<file path="src/pkg/csei_consts.svh">
// constants for the comparator synchronizer and edge interrupt block
//
// What this block does
// - hysteresis only while hysteresis select is set
// - sync bit routes output through timer latch
// - latch captures on timer clock falling edge
// - prescaled timer clock drives latch when prescaling
// - timer advances on opposite, rising clock edge
// - comparator output offered as timer gate source
// - separate rising and falling edge detectors
// - enabled rising or falling edge sets flag
// - request needs on, enable, peripheral, global enables
// - only software clears the interrupt flag
// - edge during clear write leaves flag set
// - polarity or on toggle can raise flag
// - flag sets regardless of enable, peripheral, global enables; only the edge enables gate it
`ifndef CSEI_CONSTS_SVH
`define CSEI_CONSTS_SVH

// ****************************************
// register offsets
// ****************************************
`define CSEI_OFS_CTL0 3'h0
`define CSEI_OFS_CTL1 3'h1
`define CSEI_OFS_MIRROR 3'h2
`define CSEI_OFS_STATUS 3'h3
`define CSEI_OFS_CLEAR 3'h4
`define CSEI_OFS_ENABLE 3'h5
`define CSEI_OFS_INTCTL 3'h6

// ****************************************
// field positions
// ****************************************
`define CSEI_BIT_FLAG 0
`define CSEI_BIT_RISE 1
`define CSEI_BIT_FALL 2
`define CSEI_BIT_MIRROR 0
`define CSEI_BIT_GIE 7
`define CSEI_BIT_PERIPHERAL_IRQ_ENABLE 6
`define CSEI_BIT_RESULT 6

// ****************************************
// reset values and masks
// ****************************************
`define CSEI_RST_CTL0 8'h00
`define CSEI_RST_CTL1 8'h00
`define CSEI_RST_STATUS 3'h0
`define CSEI_RST_ENABLE 3'h0
`define CSEI_RST_INTCTL 2'h0
`define CSEI_CTL0_WMASK 8'hb7
`define CSEI_CTL1_WMASK 8'hf7

`endif

</file>
<file path="src/pkg/csei_pkg.sv">
// types of the comparator synchronizer and edge interrupt block
package csei_pkg;

    typedef struct packed {
        logic on;
        logic result;
        logic pinOe;
        logic polarity;
        logic rsvd3;
        logic speedSel;
        logic hysSel;
        logic syncSel;
    } csei_ctl0_t;

    typedef struct packed {
        logic posEdgeIrqEn;
        logic negEdgeIrqEn;
        logic [1:0] posInSel;
        logic rsvd3;
        logic [2:0] negInSel;
    } csei_ctl1_t;

    typedef struct packed {
        logic fall;
        logic rise;
        logic flag;
    } csei_evt_t;

endpackage : csei_pkg

</file>
<file path="src/csei_edge_det.sv">
// rising and falling edge detector for one same-domain level
`timescale 1ns/1ns
`default_nettype none

module csei_edge_det (
    // clock and reset
    input wire logic core_clk,
    input wire logic srst,
    // level in, edge pulses out
    input wire logic level,
    output logic rise,
    output logic fall
);

    logic prev_r;

    always_ff @(posedge core_clk) begin
        if (srst) begin
            prev_r <= 1'b0;
        end else begin
            prev_r <= level;
        end
    end

    assign rise = level & ~prev_r;
    assign fall = ~level & prev_r;

endmodule : csei_edge_det

`default_nettype wire

</file>
<file path="src/csei_top.sv">
// comparator output synchronizer, edge detection and interrupt flag logic
//
// The register addresses and the address-and-strobe port are this design's own decisions.
`timescale 1ns/1ns
`default_nettype none
`include "csei_consts.svh"

module csei_top #(
    parameter int ADDR_W = 3
) (
    // clock and reset
    input wire logic core_clk,
    input wire logic srst,
    // register port
    input wire logic [ADDR_W-1:0] regAddr,
    input wire logic [7:0] regWrData,
    input wire logic regWrStb,
    input wire logic regRdStb,
    output logic [7:0] regRdData,
    // analog comparator core
    input wire logic cmpRawOut,
    output logic cmpOn,
    output logic hysteresisSelect,
    output logic speedPowerSelect,
    output logic [1:0] positiveInputSelect,
    output logic [2:0] negativeInputSelect,
    // timer1 side
    input wire logic tmr1SrcClk,
    input wire logic tmr1PrescClk,
    input wire logic tmr1PrescUse,
    output logic tmr1Tick,
    output logic tmr1GateSrc,
    // comparator output pin
    output logic cmpPinOut,
    output logic cmpPinOe_n,
    // interrupt
    output logic cmpIrq
);

    // ****************************************
    // registers
    // ****************************************
    csei_pkg::csei_ctl0_t ctl0_r;
    csei_pkg::csei_ctl1_t ctl1_r;
    csei_pkg::csei_evt_t status_r;
    csei_pkg::csei_evt_t status_nxt;
    csei_pkg::csei_evt_t enable_r;
    logic [1:0] intCtl_r;
    logic [7:0] rdData_nxt;

    // ****************************************
    // input synchronizers
    // ****************************************
    // bit 0 comparator, bit 1 timer source clock, bit 2 prescaled clock
    logic [2:0] syncMeta_r;
    logic [2:0] syncStab_r;

    always_ff @(posedge core_clk) begin
        if (srst) begin
            syncMeta_r <= 3'h0;
            syncStab_r <= 3'h0;
        end else begin
            syncMeta_r <= {tmr1PrescClk, tmr1SrcClk, cmpRawOut};
            syncStab_r <= syncMeta_r;
        end
    end

    // ****************************************
    // polarity and output value
    // ****************************************
    // a switched-off core reads as low, so toggling on or polarity moves the value
    logic cmpVal;
    assign cmpVal = (ctl0_r.on & syncStab_r[0]) ^ ctl0_r.polarity;

    // ****************************************
    // timer clock select and edges
    // ****************************************
    logic tmrClkSel;
    logic clkRise;
    logic clkFall;
    assign tmrClkSel = tmr1PrescUse ? syncStab_r[2] : syncStab_r[1];

    csei_edge_det u_clk_edge (
        .core_clk(core_clk),
        .srst(srst),
        .level(tmrClkSel),
        .rise(clkRise),
        .fall(clkFall)
    );

    // ****************************************
    // synchronizing latch
    // ****************************************
    logic latch_r;
    logic selOut;

    always_ff @(posedge core_clk) begin
        if (srst) begin
            latch_r <= 1'b0;
        end else if (clkFall) begin
            latch_r <= cmpVal;
        end
    end

    assign selOut = ctl0_r.syncSel ? latch_r : cmpVal;

    // ****************************************
    // timer1 facing outputs
    // ****************************************
    // counting on the rising edge keeps the count away from the latch update
    always_ff @(posedge core_clk) begin
        if (srst) begin
            tmr1Tick <= 1'b0;
            tmr1GateSrc <= 1'b0;
        end else begin
            tmr1Tick <= clkRise;
            tmr1GateSrc <= selOut;
        end
    end

    // ****************************************
    // output edge detectors
    // ****************************************
    logic outRise;
    logic outFall;
    logic flagSet;

    csei_edge_det u_out_edge (
        .core_clk(core_clk),
        .srst(srst),
        .level(selOut),
        .rise(outRise),
        .fall(outFall)
    );

    // only the edge enables take part here, no request, peripheral or global enable
    assign flagSet = (outRise & ctl1_r.posEdgeIrqEn) | (outFall & ctl1_r.negEdgeIrqEn);

    // ****************************************
    // register writes
    // ****************************************
    logic wrCtl0;
    logic wrCtl1;
    logic wrClear;
    logic wrEnable;
    logic wrIntCtl;
    assign wrCtl0 = regWrStb && (regAddr == `CSEI_OFS_CTL0);
    assign wrCtl1 = regWrStb && (regAddr == `CSEI_OFS_CTL1);
    assign wrClear = regWrStb && (regAddr == `CSEI_OFS_CLEAR);
    assign wrEnable = regWrStb && (regAddr == `CSEI_OFS_ENABLE);
    assign wrIntCtl = regWrStb && (regAddr == `CSEI_OFS_INTCTL);

    // result bit is read-only and tracks the selected output
    always_ff @(posedge core_clk) begin
        if (srst) begin
            ctl0_r <= `CSEI_RST_CTL0;
        end else begin
            if (wrCtl0) begin
                ctl0_r <= regWrData & `CSEI_CTL0_WMASK;
            end else begin
                ctl0_r.result <= 1'b0;
            end
            ctl0_r.result <= selOut;
        end
    end

    always_ff @(posedge core_clk) begin
        if (srst) begin
            ctl1_r <= `CSEI_RST_CTL1;
        end else if (wrCtl1) begin
            ctl1_r <= regWrData & `CSEI_CTL1_WMASK;
        end
    end

    always_ff @(posedge core_clk) begin
        if (srst) begin
            enable_r <= `CSEI_RST_ENABLE;
        end else if (wrEnable) begin
            enable_r <= regWrData[2:0];
        end
    end

    always_ff @(posedge core_clk) begin
        if (srst) begin
            intCtl_r <= `CSEI_RST_INTCTL;
        end else if (wrIntCtl) begin
            intCtl_r <= {regWrData[`CSEI_BIT_GIE], regWrData[`CSEI_BIT_PERIPHERAL_IRQ_ENABLE]};
        end
    end

    // ****************************************
    // sticky status
    // ****************************************
    // hardware only sets; a write of one to the clear register drops a bit
    always_comb begin
        status_nxt = status_r;
        if (wrClear) begin
            status_nxt = status_r & ~csei_pkg::csei_evt_t'(regWrData[2:0]);
        end
        status_nxt.flag = status_nxt.flag | flagSet;
        status_nxt.rise = status_nxt.rise | outRise;
        status_nxt.fall = status_nxt.fall | outFall;
    end

    always_ff @(posedge core_clk) begin
        if (srst) begin
            status_r <= `CSEI_RST_STATUS;
        end else begin
            status_r <= status_nxt;
        end
    end

    // ****************************************
    // interrupt request
    // ****************************************
    always_ff @(posedge core_clk) begin
        if (srst) begin
            cmpIrq <= 1'b0;
        end else begin
            cmpIrq <= ctl0_r.on & (|(status_r & enable_r)) & intCtl_r[1] & intCtl_r[0];
        end
    end

    // ****************************************
    // core and pin outputs
    // ****************************************
    assign cmpOn = ctl0_r.on;
    assign hysteresisSelect = ctl0_r.hysSel;
    assign speedPowerSelect = ctl0_r.speedSel;
    assign positiveInputSelect = ctl1_r.posInSel;
    assign negativeInputSelect = ctl1_r.negInSel;

    always_ff @(posedge core_clk) begin
        if (srst) begin
            cmpPinOut <= 1'b0;
            cmpPinOe_n <= 1'b1;
        end else begin
            cmpPinOut <= selOut;
            cmpPinOe_n <= ~ctl0_r.pinOe;
        end
    end

    // ****************************************
    // register reads
    // ****************************************
    always_comb begin
        rdData_nxt = 8'h00;
        unique case (regAddr)
            `CSEI_OFS_CTL0: rdData_nxt = ctl0_r;
            `CSEI_OFS_CTL1: rdData_nxt = ctl1_r;
            `CSEI_OFS_MIRROR: rdData_nxt[`CSEI_BIT_MIRROR] = ctl0_r.result;
            `CSEI_OFS_STATUS: rdData_nxt[2:0] = status_r;
            `CSEI_OFS_ENABLE: rdData_nxt[2:0] = enable_r;
            `CSEI_OFS_INTCTL: begin
                rdData_nxt[`CSEI_BIT_GIE] = intCtl_r[1];
                rdData_nxt[`CSEI_BIT_PERIPHERAL_IRQ_ENABLE] = intCtl_r[0];
            end
            default: rdData_nxt = 8'h00;
        endcase
    end

    // data stand only in the cycle after the strobe
    always_ff @(posedge core_clk) begin
        if (srst) begin
            regRdData <= 8'h00;
        end else begin
            regRdData <= regRdStb ? rdData_nxt : 8'h00;
        end
    end
endmodule : csei_top

`default_nettype wire

</file>
<file path="config.mk">
export PLATFORM = sky130hd
export DESIGN_NAME = csei_top
export DESIGN_NICKNAME = d
export VERILOG_FILES = /design/src/pkg/csei_pkg.sv /design/src/csei_edge_det.sv /design/src/csei_top.sv
export VERILOG_INCLUDE_DIRS = /design/src /design/src/pkg
export SDC_FILE = /design/constraint.sdc
export NUM_CORES = 1
export LEC_CHECK = 0
export BUFFER_PORTS_ARGS = -buffer_cell sky130_fd_sc_hd__buf_4
export CAP_MARGIN = 0
export CORE_ASPECT_RATIO = 1.25
export CORE_UTILIZATION = 59
export CTS_BUF_LIST = sky130_fd_sc_hd__clkbuf_4
export CTS_CLUSTER_DIAMETER = 150
export DETAILED_ROUTE_END_ITERATION = 6
export GPL_TIMING_DRIVEN = 0
export PLACE_DENSITY = 0.87
export SLEW_MARGIN = 15
export SYNTH_ARGS = -nofsm -noshare
export SYNTH_HDL_FRONTEND = slang
export SYNTH_HIERARCHICAL = 1
export SYNTH_SLANG_ARGS = --single-unit
</file>
<file path="constraint.sdc">
create_clock -name core_clk -period 3.55 [get_ports core_clk]
set_input_delay 0.1775 -clock core_clk [delete_from_list [all_inputs] [get_ports core_clk]]
set_output_delay 0.1775 -clock core_clk [all_outputs]
set_load 0.005 [all_outputs]
</file>
=== Word level (Yosys, flattened, before mapping) ===
Cells that the tools add are included.

* Reductions and logical operators: 8
* Multiplexer cells: 7
* Bitwise logic cells: 24
* Equal/unequal tests: 6

{| class="wikitable"
|+ Operators by type and width
! operator !! number
|-
| $and 1x1->1 || 10
|-
| $eq 3x3->1 const B || 3
|-
| $pmux 2 s4 || 1
|-
| $and 3x3->3 || 2
|-
| $eq 3x2->1 const B || 2
|-
| $not 1->1 || 6
|-
| $pmux 2 s3 || 1
|-
| $pmux 3 s2 || 1
|-
| $logic_and 1x1->1 || 5
|-
| $pmux 1 s5 || 1
|-
| $or 1x1->1 || 4
|-
| $eq 3x1->1 const B || 1
|-
| $logic_not 3->1 || 1
|-
| $mux 3 || 1
|-
| $not 3->3 || 1
|-
| $reduce_or 3->1 || 1
|-
| $mux 1 || 2
|-
| $reduce_or 2->1 || 1
|-
| $xor 1x1->1 || 1
|}

* Logic and storage cells: 71
* Output and inout bits: 21
* Register bits after elaboration: 41
* Input port bits: 19

=== Longest topological paths before layout ===
Gate-level depths: netlist of run 1.

* Depth in word-level cells: 8
* Depth in mapped cells: 6
* Gate-level depth less buffers: 6

=== Cells and area by module ===
The synthesis of run 1 kept the hierarchy.

{| class="wikitable"
|+ Modules (own cells, without submodules)
! module !! cells an instance !! times used !! area each (µm²) !! seq. area each (µm²)
|-
| csei_top || 167 || 1 || 1639.1 || 780.7
|-
| csei_edge_det || 4 || 2 || 38.8 || 20.0
|}

=== Worst setup path after synthesis of run 1 ===
OpenSTA, ideal clock, no wires.

* Kind: reg-to-reg
* Start point: register ctl0_r, in the netlist cmpOn
* End point: register status_r[0] (netlist name)
* Data required time: 3.419 ns
* Data arrival time: 1.124 ns
* Slack: 2.296 ns
* Clock period less this slack: 1.254 ns
* Path buffers: 0
* Stages on the path, launching flop included: 7
* Setup time: 0.131 ns
* Path through: dfxtp_1 nand2_1 xor2_1 a21oi_1 nor2b_1 a22oi_1 a21oi_1

* Elaborated cells on any way between the ends: 10
* Classes of those cells: mux: 1; bitwise: 9

{| class="wikitable"
|+ RTL lines
! item !! RTL line !! source
|-
| start, declared || csei_top.sv:43 || <nowiki>csei_pkg::csei_ctl0_t ctl0_r;</nowiki>
|-
| start signal, assigned || csei_top.sv:156 || <nowiki>ctl0_r <= `CSEI_RST_CTL0;</nowiki>
|-
| start signal, assigned || csei_top.sv:159 || <nowiki>ctl0_r <= regWrData & `CSEI_CTL0_WMASK;</nowiki>
|-
| $and 1x1->1 || csei_top.sv:73 || <nowiki>assign cmpVal = (ctl0_r.on & syncStab_r[0]) ^ ctl0_r.polarity;</nowiki>
|-
| $xor 1x1->1 || csei_top.sv:73 ||
|-
| $mux 1 || csei_top.sv:105 || <nowiki>assign selOut = ctl0_r.syncSel ? latch_r : cmpVal;</nowiki>
|-
| via selOut || csei_top.sv:95 || <nowiki>logic selOut;</nowiki>
|-
| $and 1x1->1 || csei_edge_det.sv:25 || <nowiki>assign rise = level & ~prev_r;</nowiki>
|-
| via outRise || csei_top.sv:124 || <nowiki>logic outRise;</nowiki>
|-
| $and 1x1->1 || csei_top.sv:137 || <nowiki>assign flagSet = (outRise & ctl1_r.posEdgeIrqEn) | (outFall & ctl1_r.negEdgeIrqEn);</nowiki>
|-
| $or 1x1->1 || csei_top.sv:137 ||
|-
| $or 1x1->1 || csei_top.sv:200 || <nowiki>status_nxt.flag = status_nxt.flag | flagSet;</nowiki>
|-
| end signal, assigned || csei_top.sv:207 || <nowiki>status_r <= `CSEI_RST_STATUS;</nowiki>
|-
| end signal, assigned || csei_top.sv:209 || <nowiki>status_r <= status_nxt;</nowiki>
|-
| end, declared || csei_top.sv:45 || <nowiki>csei_pkg::csei_evt_t status_r;</nowiki>
|}

The timed path passes the listed nets, and every way through them passes these cells.
A chain may end at the register's enable or synchronous reset.

=== Final worst setup path of run 1 ===
Same ends and word-level chain as after synthesis.

==> impl_metrics.tcl, run 1 <==
set metrics [dict create \
    grt_pass1_wl_um 5727 \
    hp-class "input port to register" \
    ios 40 \
    placed_cell_area_sq_um 2022 \
    synth.distinct_cells 34 \
    clockRootBuffer "clkbuf_4" \
    clk_latency_ps 360 \
    syn-num-nets 194 \
    maxSlewViolCount 0 \
    finalWeightedCongestion 0.8107 \
    num_rows 21 \
    end_kind "register" \
    fin_tns_setup_ps 0 \
    portBuffers 35 \
    min_period_ps 1495 \
    synthesis.area_sq_um 1717 \
    timing.fmax_ghz 0.6691 \
    postCtsSetupRepairBufs 0 \
    crit_type "register to register" \
    design.core.area_sq_um 2733 \
    max_slew.worst_pin.slew_ps 599.6 \
    seq_area_frac_synth_pct 47.81 \
    synth_seq_cells 41 \
    status "complete, no violations" \
    clkTransAtPathRegs_ps 110 \
    h-tree-depth 2 \
    pre_cts_slack_ps 2079 \
    hold_viol 0 \
    grt.total_usage_pct 25.28 \
    initial_core_util_pct 62.82 \
    post_drt_wl_per_cell_um 14.40 \
    grt_pass1_vias 1278 \
    gr-total-overflow 0 \
    synth_warnings 6 \
    clk_path_buf_depth 2 \
    die_w_um 50.25 \
    grt_max_degree 13 \
    stdcell_area_sq_um 2101 \
    peakVddDrop_mv 0.3045 \
    cellPowerDensity_nw_per_um2 406.4 \
    drc 0 \
    hpwl_um 2690 \
    cp.required_ps 3790 \
    antenna_found_initial 0 \
    die_h_um 62.31 \
    num_vias 1361 \
    viasPerCell 5.401 \
    critPathArrivalTime_ps 1730 \
    antennaDiodeCount 0 \
    p_leak_uw 0.0008960 \
    power_uw 853.9 \
    fin_crit_sh_pct 42.10 \
    areaGrowthSynthToFinish_pct 22.38 \
    numCtsBuffers 5 \
    cts_tree "yes" \
    worst-path-max-fanout 5 \
    yosysTopAreaCellShare_pct 47.81 \
    ant_nets 0 \
    postCtsHoldBufs 0 \
    rsz0062_at_grt "false" \
    drive_gt1_share_pct 26.15 \
    setup_viol 0 \
    drt_iter0_drc 27 \
    synth_area_leaders "dfxtp_1 48%, mux2i_1 13%, nor2_1 5.5%" \
    skew_ps 13.44 \
    cap_violations 0 \
    wl_um 3629 \
    setup_ws_ps 2055 \
    cts_resized 0 \
    die_area_sq_um 3131 \
    critPathLaunchType "register" \
    nets 236 \
    cts_sinks 41 \
    syn_avg_cell_area_sq_um 9.809 \
    relSlewSlack_pct 59.85 \
    firstDrtPassIters 4 \
    whs_ps 35.52 \
    synth_area_leader_cell "dfxtp_1" \
    synth_cells 175 \
]
==> sequential cells by signal (all words and copies together) (netlist names) <==
signal	cells
cmpPinOut	1
status_r	3
intCtl_r	2
speedPowerSelect	1
ctl1_r	2
syncMeta_r	3
u_out_edge/prev_r	1
syncStab_r	3
cmpPinOe_n	1
tmr1Tick	1
cmpOn	1
negativeInputSelect	3
hysteresisSelect	1
latch_r	1
cmpIrq	1
u_clk_edge/prev_r	1
positiveInputSelect	2
enable_r	3
regRdData	7
ctl0_r	3
==> layout make-up <==
type / instances / area, sq um
buffer: 16 / 101.3
fill: 210 / 631.9
tap: 34 / 42.54
clock inverter: 2 / 33.78
timing repair buffer: 35 / 262.8
multi-input combinational: 110 / 764.5
inverter: 8 / 30.03
clock buffer: 6 / 45.04
sequential: 41 / 820.8
==> cell usage in the layout (no fill, tap or decap), types with 2 or more instances in the layout <==
cell	n
o2bb2ai_1	2
o21ai_0	3
clkbuf_4	6
a221o_1	2
nand4b_1	3
nand2_1	4
dfxtp_1	41
clkbuf_1	4
o21bai_1	2
buf_4	43
buf_2	3
a221oi_1	2
nor2_1	25
nand2b_1	5
a211oi_1	2
nor3b_1	2
mux2i_1	23
nor2b_1	15
a21oi_1	6
inv_1	8
==> cells in the mapped netlist <==
cell type,instances
a211oi_1,2
a21oi_1,6
a221o_1,2
a221oi_1,2
a222oi_1,1
a22oi_1,1
and3b_1,1
buf_2,3
buf_4,8
buf_6,1
clkbuf_1,4
conb_1,1
dfxtp_1,41
inv_1,8
mux2_2,1
mux2i_1,23
nand2_1,4
nand2b_1,5
nand3_1,1
nand4b_1,3
nand4bb_1,1
nor2_1,25
nor2b_1,15
nor3_1,1
nor3b_1,2
nor4b_4,1
nor4bb_1,1
o21ai_0,3
o21bai_1,2
o2bb2ai_1,2
o31a_1,1
or3_1,1
or3b_2,1
xor2_1,1
==> critical path: stages, from the launching register on <==
cell and delay [ps]:
dfxtp_1 430, nand2_1 100, xor2_1 290, a21oi_1 150
nor2b_1 160, a22oi_1 170, a21oi_1 80
==> cells by family (layout without fill, tap and decap cells) <==
kind of cell	count (synthesis)	after routing	share of synthesized area, %
muxes	24	24	14.07
DFF	41	41	47.81
AOI/OAI and AO/OA	22	22	9.111
buffers and inverters	24	67	7.653
and+or+nand+nor	62	62	20.63
other	1	1	0.2184
xor gates and xnor gates	1	1	0.5103
==> worst paths after layout <==
path	start	end	slack, ps	cells after the start
max	cmpOn	status_r[0]	2060	6
min	cmpRawOut	syncMeta_r[0]	40	2
max reg2reg	cmpOn	status_r[0]	2060	6
min reg2reg	syncMeta_r[2]	syncStab_r[2]	450	1
==> where the power goes <==
part	switching (uW)	internal (uW)	leakage (uW)	total, uW
registers	6.54	471	0.000333	477
clock network	144	154	0.0000433	298
logic	38.5	40.1	0.000520	78.5
total	189	665	0.000896	854
==> metrics by stage <==
stage | std cells | util (%)
floorplan | 175 | -
global route | 252 | 76.88
global placement | 244 | 73.99
CTS | 252 | 76.88
detailed placement | 244 | 73.99
finish | 252 | 76.88
==> layer usage <==
| metal | wire, um | global-route usage (%) |
|---|---|---|
| met3 | 164 | 5.147 |
| met5 | 0 | 0 |
| met1 | 1513 | 27.33 |
| met2 | 1872 | 43.50 |
| met4 | 78 | 15.71 |
Power figures use the tool's default switching activity.
==> inputs of run 2 (changes only) <==
- ABC_AREA: not set -> 1
- CORE_UTILIZATION: 59 -> 56
- PLACE_DENSITY: 0.87 -> 0.83
- clock period: 3.55 -> 1.4 ns (I/O delays scaled with it)
==> run 2 against run 1 <==
Net effect:
- clock skew shrank 10 ps
- core utilization shrank 4.2 points
- clock-buffer cell count grew 2
- first-iteration DRC count grew 15%
- sequential share of layout area shrank 3.9 points
- via count grew 26%
- clock power grew 110%
- critical path type unchanged
==> impl_metrics.tcl, run 2 <==
set metrics [dict create \
    status "complete, no violations" \
    synth_cells 270 \
    wl_met3_um 153 \
    fillerInstances 271 \
    seq_area_frac_synth_pct 43.33 \
    areaGrowthSynthToFinish_pct 23.65 \
    r2r_end "status_r[0]" \
    antennaDiodeCount 0 \
    numCtsBuffers 5 \
    cellPowerDensity_nw_per_um2 900.3 \
    top_register "regRdData" \
    fin_crit_sh_pct 90.15 \
    slowest_stage "dfxtp_1" \
    layout.area.seq_sq_um 824.5 \
    drt_iter0_drc 31 \
    whs_ps 46.66 \
    final_core_utilization_pct 72.67 \
    cts_tree "yes" \
    critPathArrivalTime_ps 1490 \
    critPathLaunchType "register" \
    die_h_um 67.03 \
    timing.fmax_ghz 0.7924 \
    synth_warnings 6 \
    rr_startpoint "ctl0_r[4]" \
    min_period_ps 1262 \
    worst-path-max-fanout 3 \
    syn_avg_cell_area_sq_um 7.016 \
    antenna_found_initial 0 \
    firstDrtPassIters 4 \
    end_kind "register" \
    critPathMaxStageDelay_ps 390 \
    grt.total_usage_pct 25.93 \
    synth_seq_cells 41 \
    crit_type "register to register" \
    drc 0 \
    num_vias 1715 \
    dr.max_layer_used "met4" \
    multi_input_area_sq_um 789.5 \
    ff2ff_path_depth 11 \
    wl_um 3990 \
    postCtsSetupRepairBufs 0 \
    worstHoldStart "regWrData[5]" \
    hold_viol 0 \
    synth_area_leaders "dfxtp_1 43%, nand2_1 11%, nor2_1 11%" \
    viasPerCell 4.804 \
    gr-total-overflow 0 \
    synth.distinct_cells 23 \
    clk_latency_ps 340 \
    syn-num-nets 289 \
    drive_gt1_share_pct 21.25 \
    maxSlewViolCount 0 \
    h-tree-depth 2 \
    async_flop_share_pct 0 \
    ys_top_cells_by_count "56 x nand2_1, 56 x nor2_1, 41 x dfxtp_1, 41 x inv_1, 22 x nand3_1" \
    clk_path_buf_depth 2 \
    wl_met2_um 2033 \
    nets 338 \
    synth_edf_count 0 \
    hp-class "input port to register" \
    largest_reg_flops 7 \
    initial_core_util_pct 58.77 \
    ant_nets 0 \
    clockRootBuffer "clkbuf_4" \
    peakVddDrop_mv 0.8226 \
    cap_violations 0 \
    fin_tns_setup_ps 0 \
    layout_common_cells "56 x nand2_1, 56 x nor2_1, 42 x buf_4, 41 x inv_1, 40 x dfxtp_1" \
    hpwl_um 2937 \
    clkTransAtPathRegs_ps 110 \
    reg2reg_slack_ps 140 \
    cp.required_ps 1630 \
    setup_viol 0 \
    die_w_um 54.02 \
    design.core.area_sq_um 3223 \
    ios 40 \
    portBuffers 33 \
    synth_ff_type "dfxtp_1" \
    path_cells "inv_1, nand3_1, nand2_1, nand2_1, nand2_1, inv_1, nor2_1, inv_1, o21ai_1, a21oi_1, nor2_1" \
    skew_ps 3.035 \
    cts_sinks 41 \
    num_rows 23 \
    grt_pass1_vias 1612 \
    p_leak_uw 0.001198 \
    post_drt_wl_per_cell_um 11.18 \
    grt_pass1_wl_um 6706 \
    synth_area_leader_cell "dfxtp_1" \
    rsz0062_at_grt "false" \
    whs_path_depth 5 \
    yosysTopAreaCellShare_pct 43.33 \
    wl_met1_um 1682 \
    grt_max_degree 12 \
    die_area_sq_um 3621 \
    finalWeightedCongestion 0.8901 \
    synthesis.area_sq_um 1894 \
    min_to "ctl0_r[5]" \
]
run 2: cell types whose count changed after synthesis, moves of 3 or more:
| cell | delta |
|---|---|
| mux2i_1 | -23 |
| nand4b_1 | -3 |
| nand3_1 | +21 |
| nand2b_1 | -5 |
| nand2_4 | +3 |
| nand4_1 | +8 |
| inv_1 | +33 |
| nand2_1 | +52 |
| o21ai_0 | +3 |
| nor2_1 | +31 |
| buf_2 | -3 |
| inv_2 | +3 |
| nor2b_1 | -15 |
run 2: timing repair:
item                                    CTS  global route
gates resized for setup                   0             3
hold buffers                              9             0
hold endpoints to repair                 11             0
endpoints found under the setup margin    0             1
run 2: final cells by class:
class	count	area share, %
Sequential cell	41	35.20
Buffer	15	4.808
Clock buffer	8	2.564
Timing Repair Buffer	42	14.42
Tap cell	37	1.976
Multi-Input combinational cell	169	33.71
Inverter	45	7.318
run 2: metal layers:
metal / global-route usage (%) / vias to the layer above
li1: - / 908
met1: 29.62 / 755
met2: 44.44 / 41
met3: 5.708 / 11
met4: 11.86 / 0
met5: 0 / -
run 2: cell families (layout without fill, tap and decap cells):
kind of cell           count (synthesis)  after routing  synth area share (%)
buffers and inverters                 60            110                 14.99
other                                  1              1                0.1980
AOI/OAI and AO/OA                     13             13                 3.567
muxes                                  1              1                0.5944
DFF                                   41             41                 43.33
and+or+nand+nor                      154            154                 37.32
run 2: metrics by stage:
stage | instance area, sq um | setup WS [ps] | std cells | power, uW
floorplan | 1894 | 236.5 | 270 | 1413
global placement | 2188 | 109.3 | 340 | 1497
detailed placement | 2188 | 57.01 | 340 | 1503
CTS | 2338 | 30.67 | 357 | 2128
global route | 2342 | 12.93 | 357 | 2220
finish | 2342 | 137.9 | 357 | 2109
run 2: worst max path at each step:
stage	endpoint	startpoint	slack, ps
global route	status_r[0]	ctl0_r[4]	10
global placement	status_r[0]	cmpOn	110
CTS	status_r[0]	cmpOn	30
floorplan	status_r[0]	cmpOn	240
finish	status_r[0]	ctl0_r[4]	140
detailed placement	status_r[0]	cmpOn	60
run 2: worst max-delay path: cells and delay by family (launching register included):
kind | cells | cell delay [ps]
DFF | 1 | 390
and+or+nand+nor | 6 | 380
buffers and inverters | 3 | 210
AOI/OAI and AO/OA | 2 | 180
run 2: where the power goes:
part	leakage (uW)	internal, uW	switching, uW
clock network	0.0000368	259	353
registers	0.000334	1200	23.2
logic	0.000827	124	150
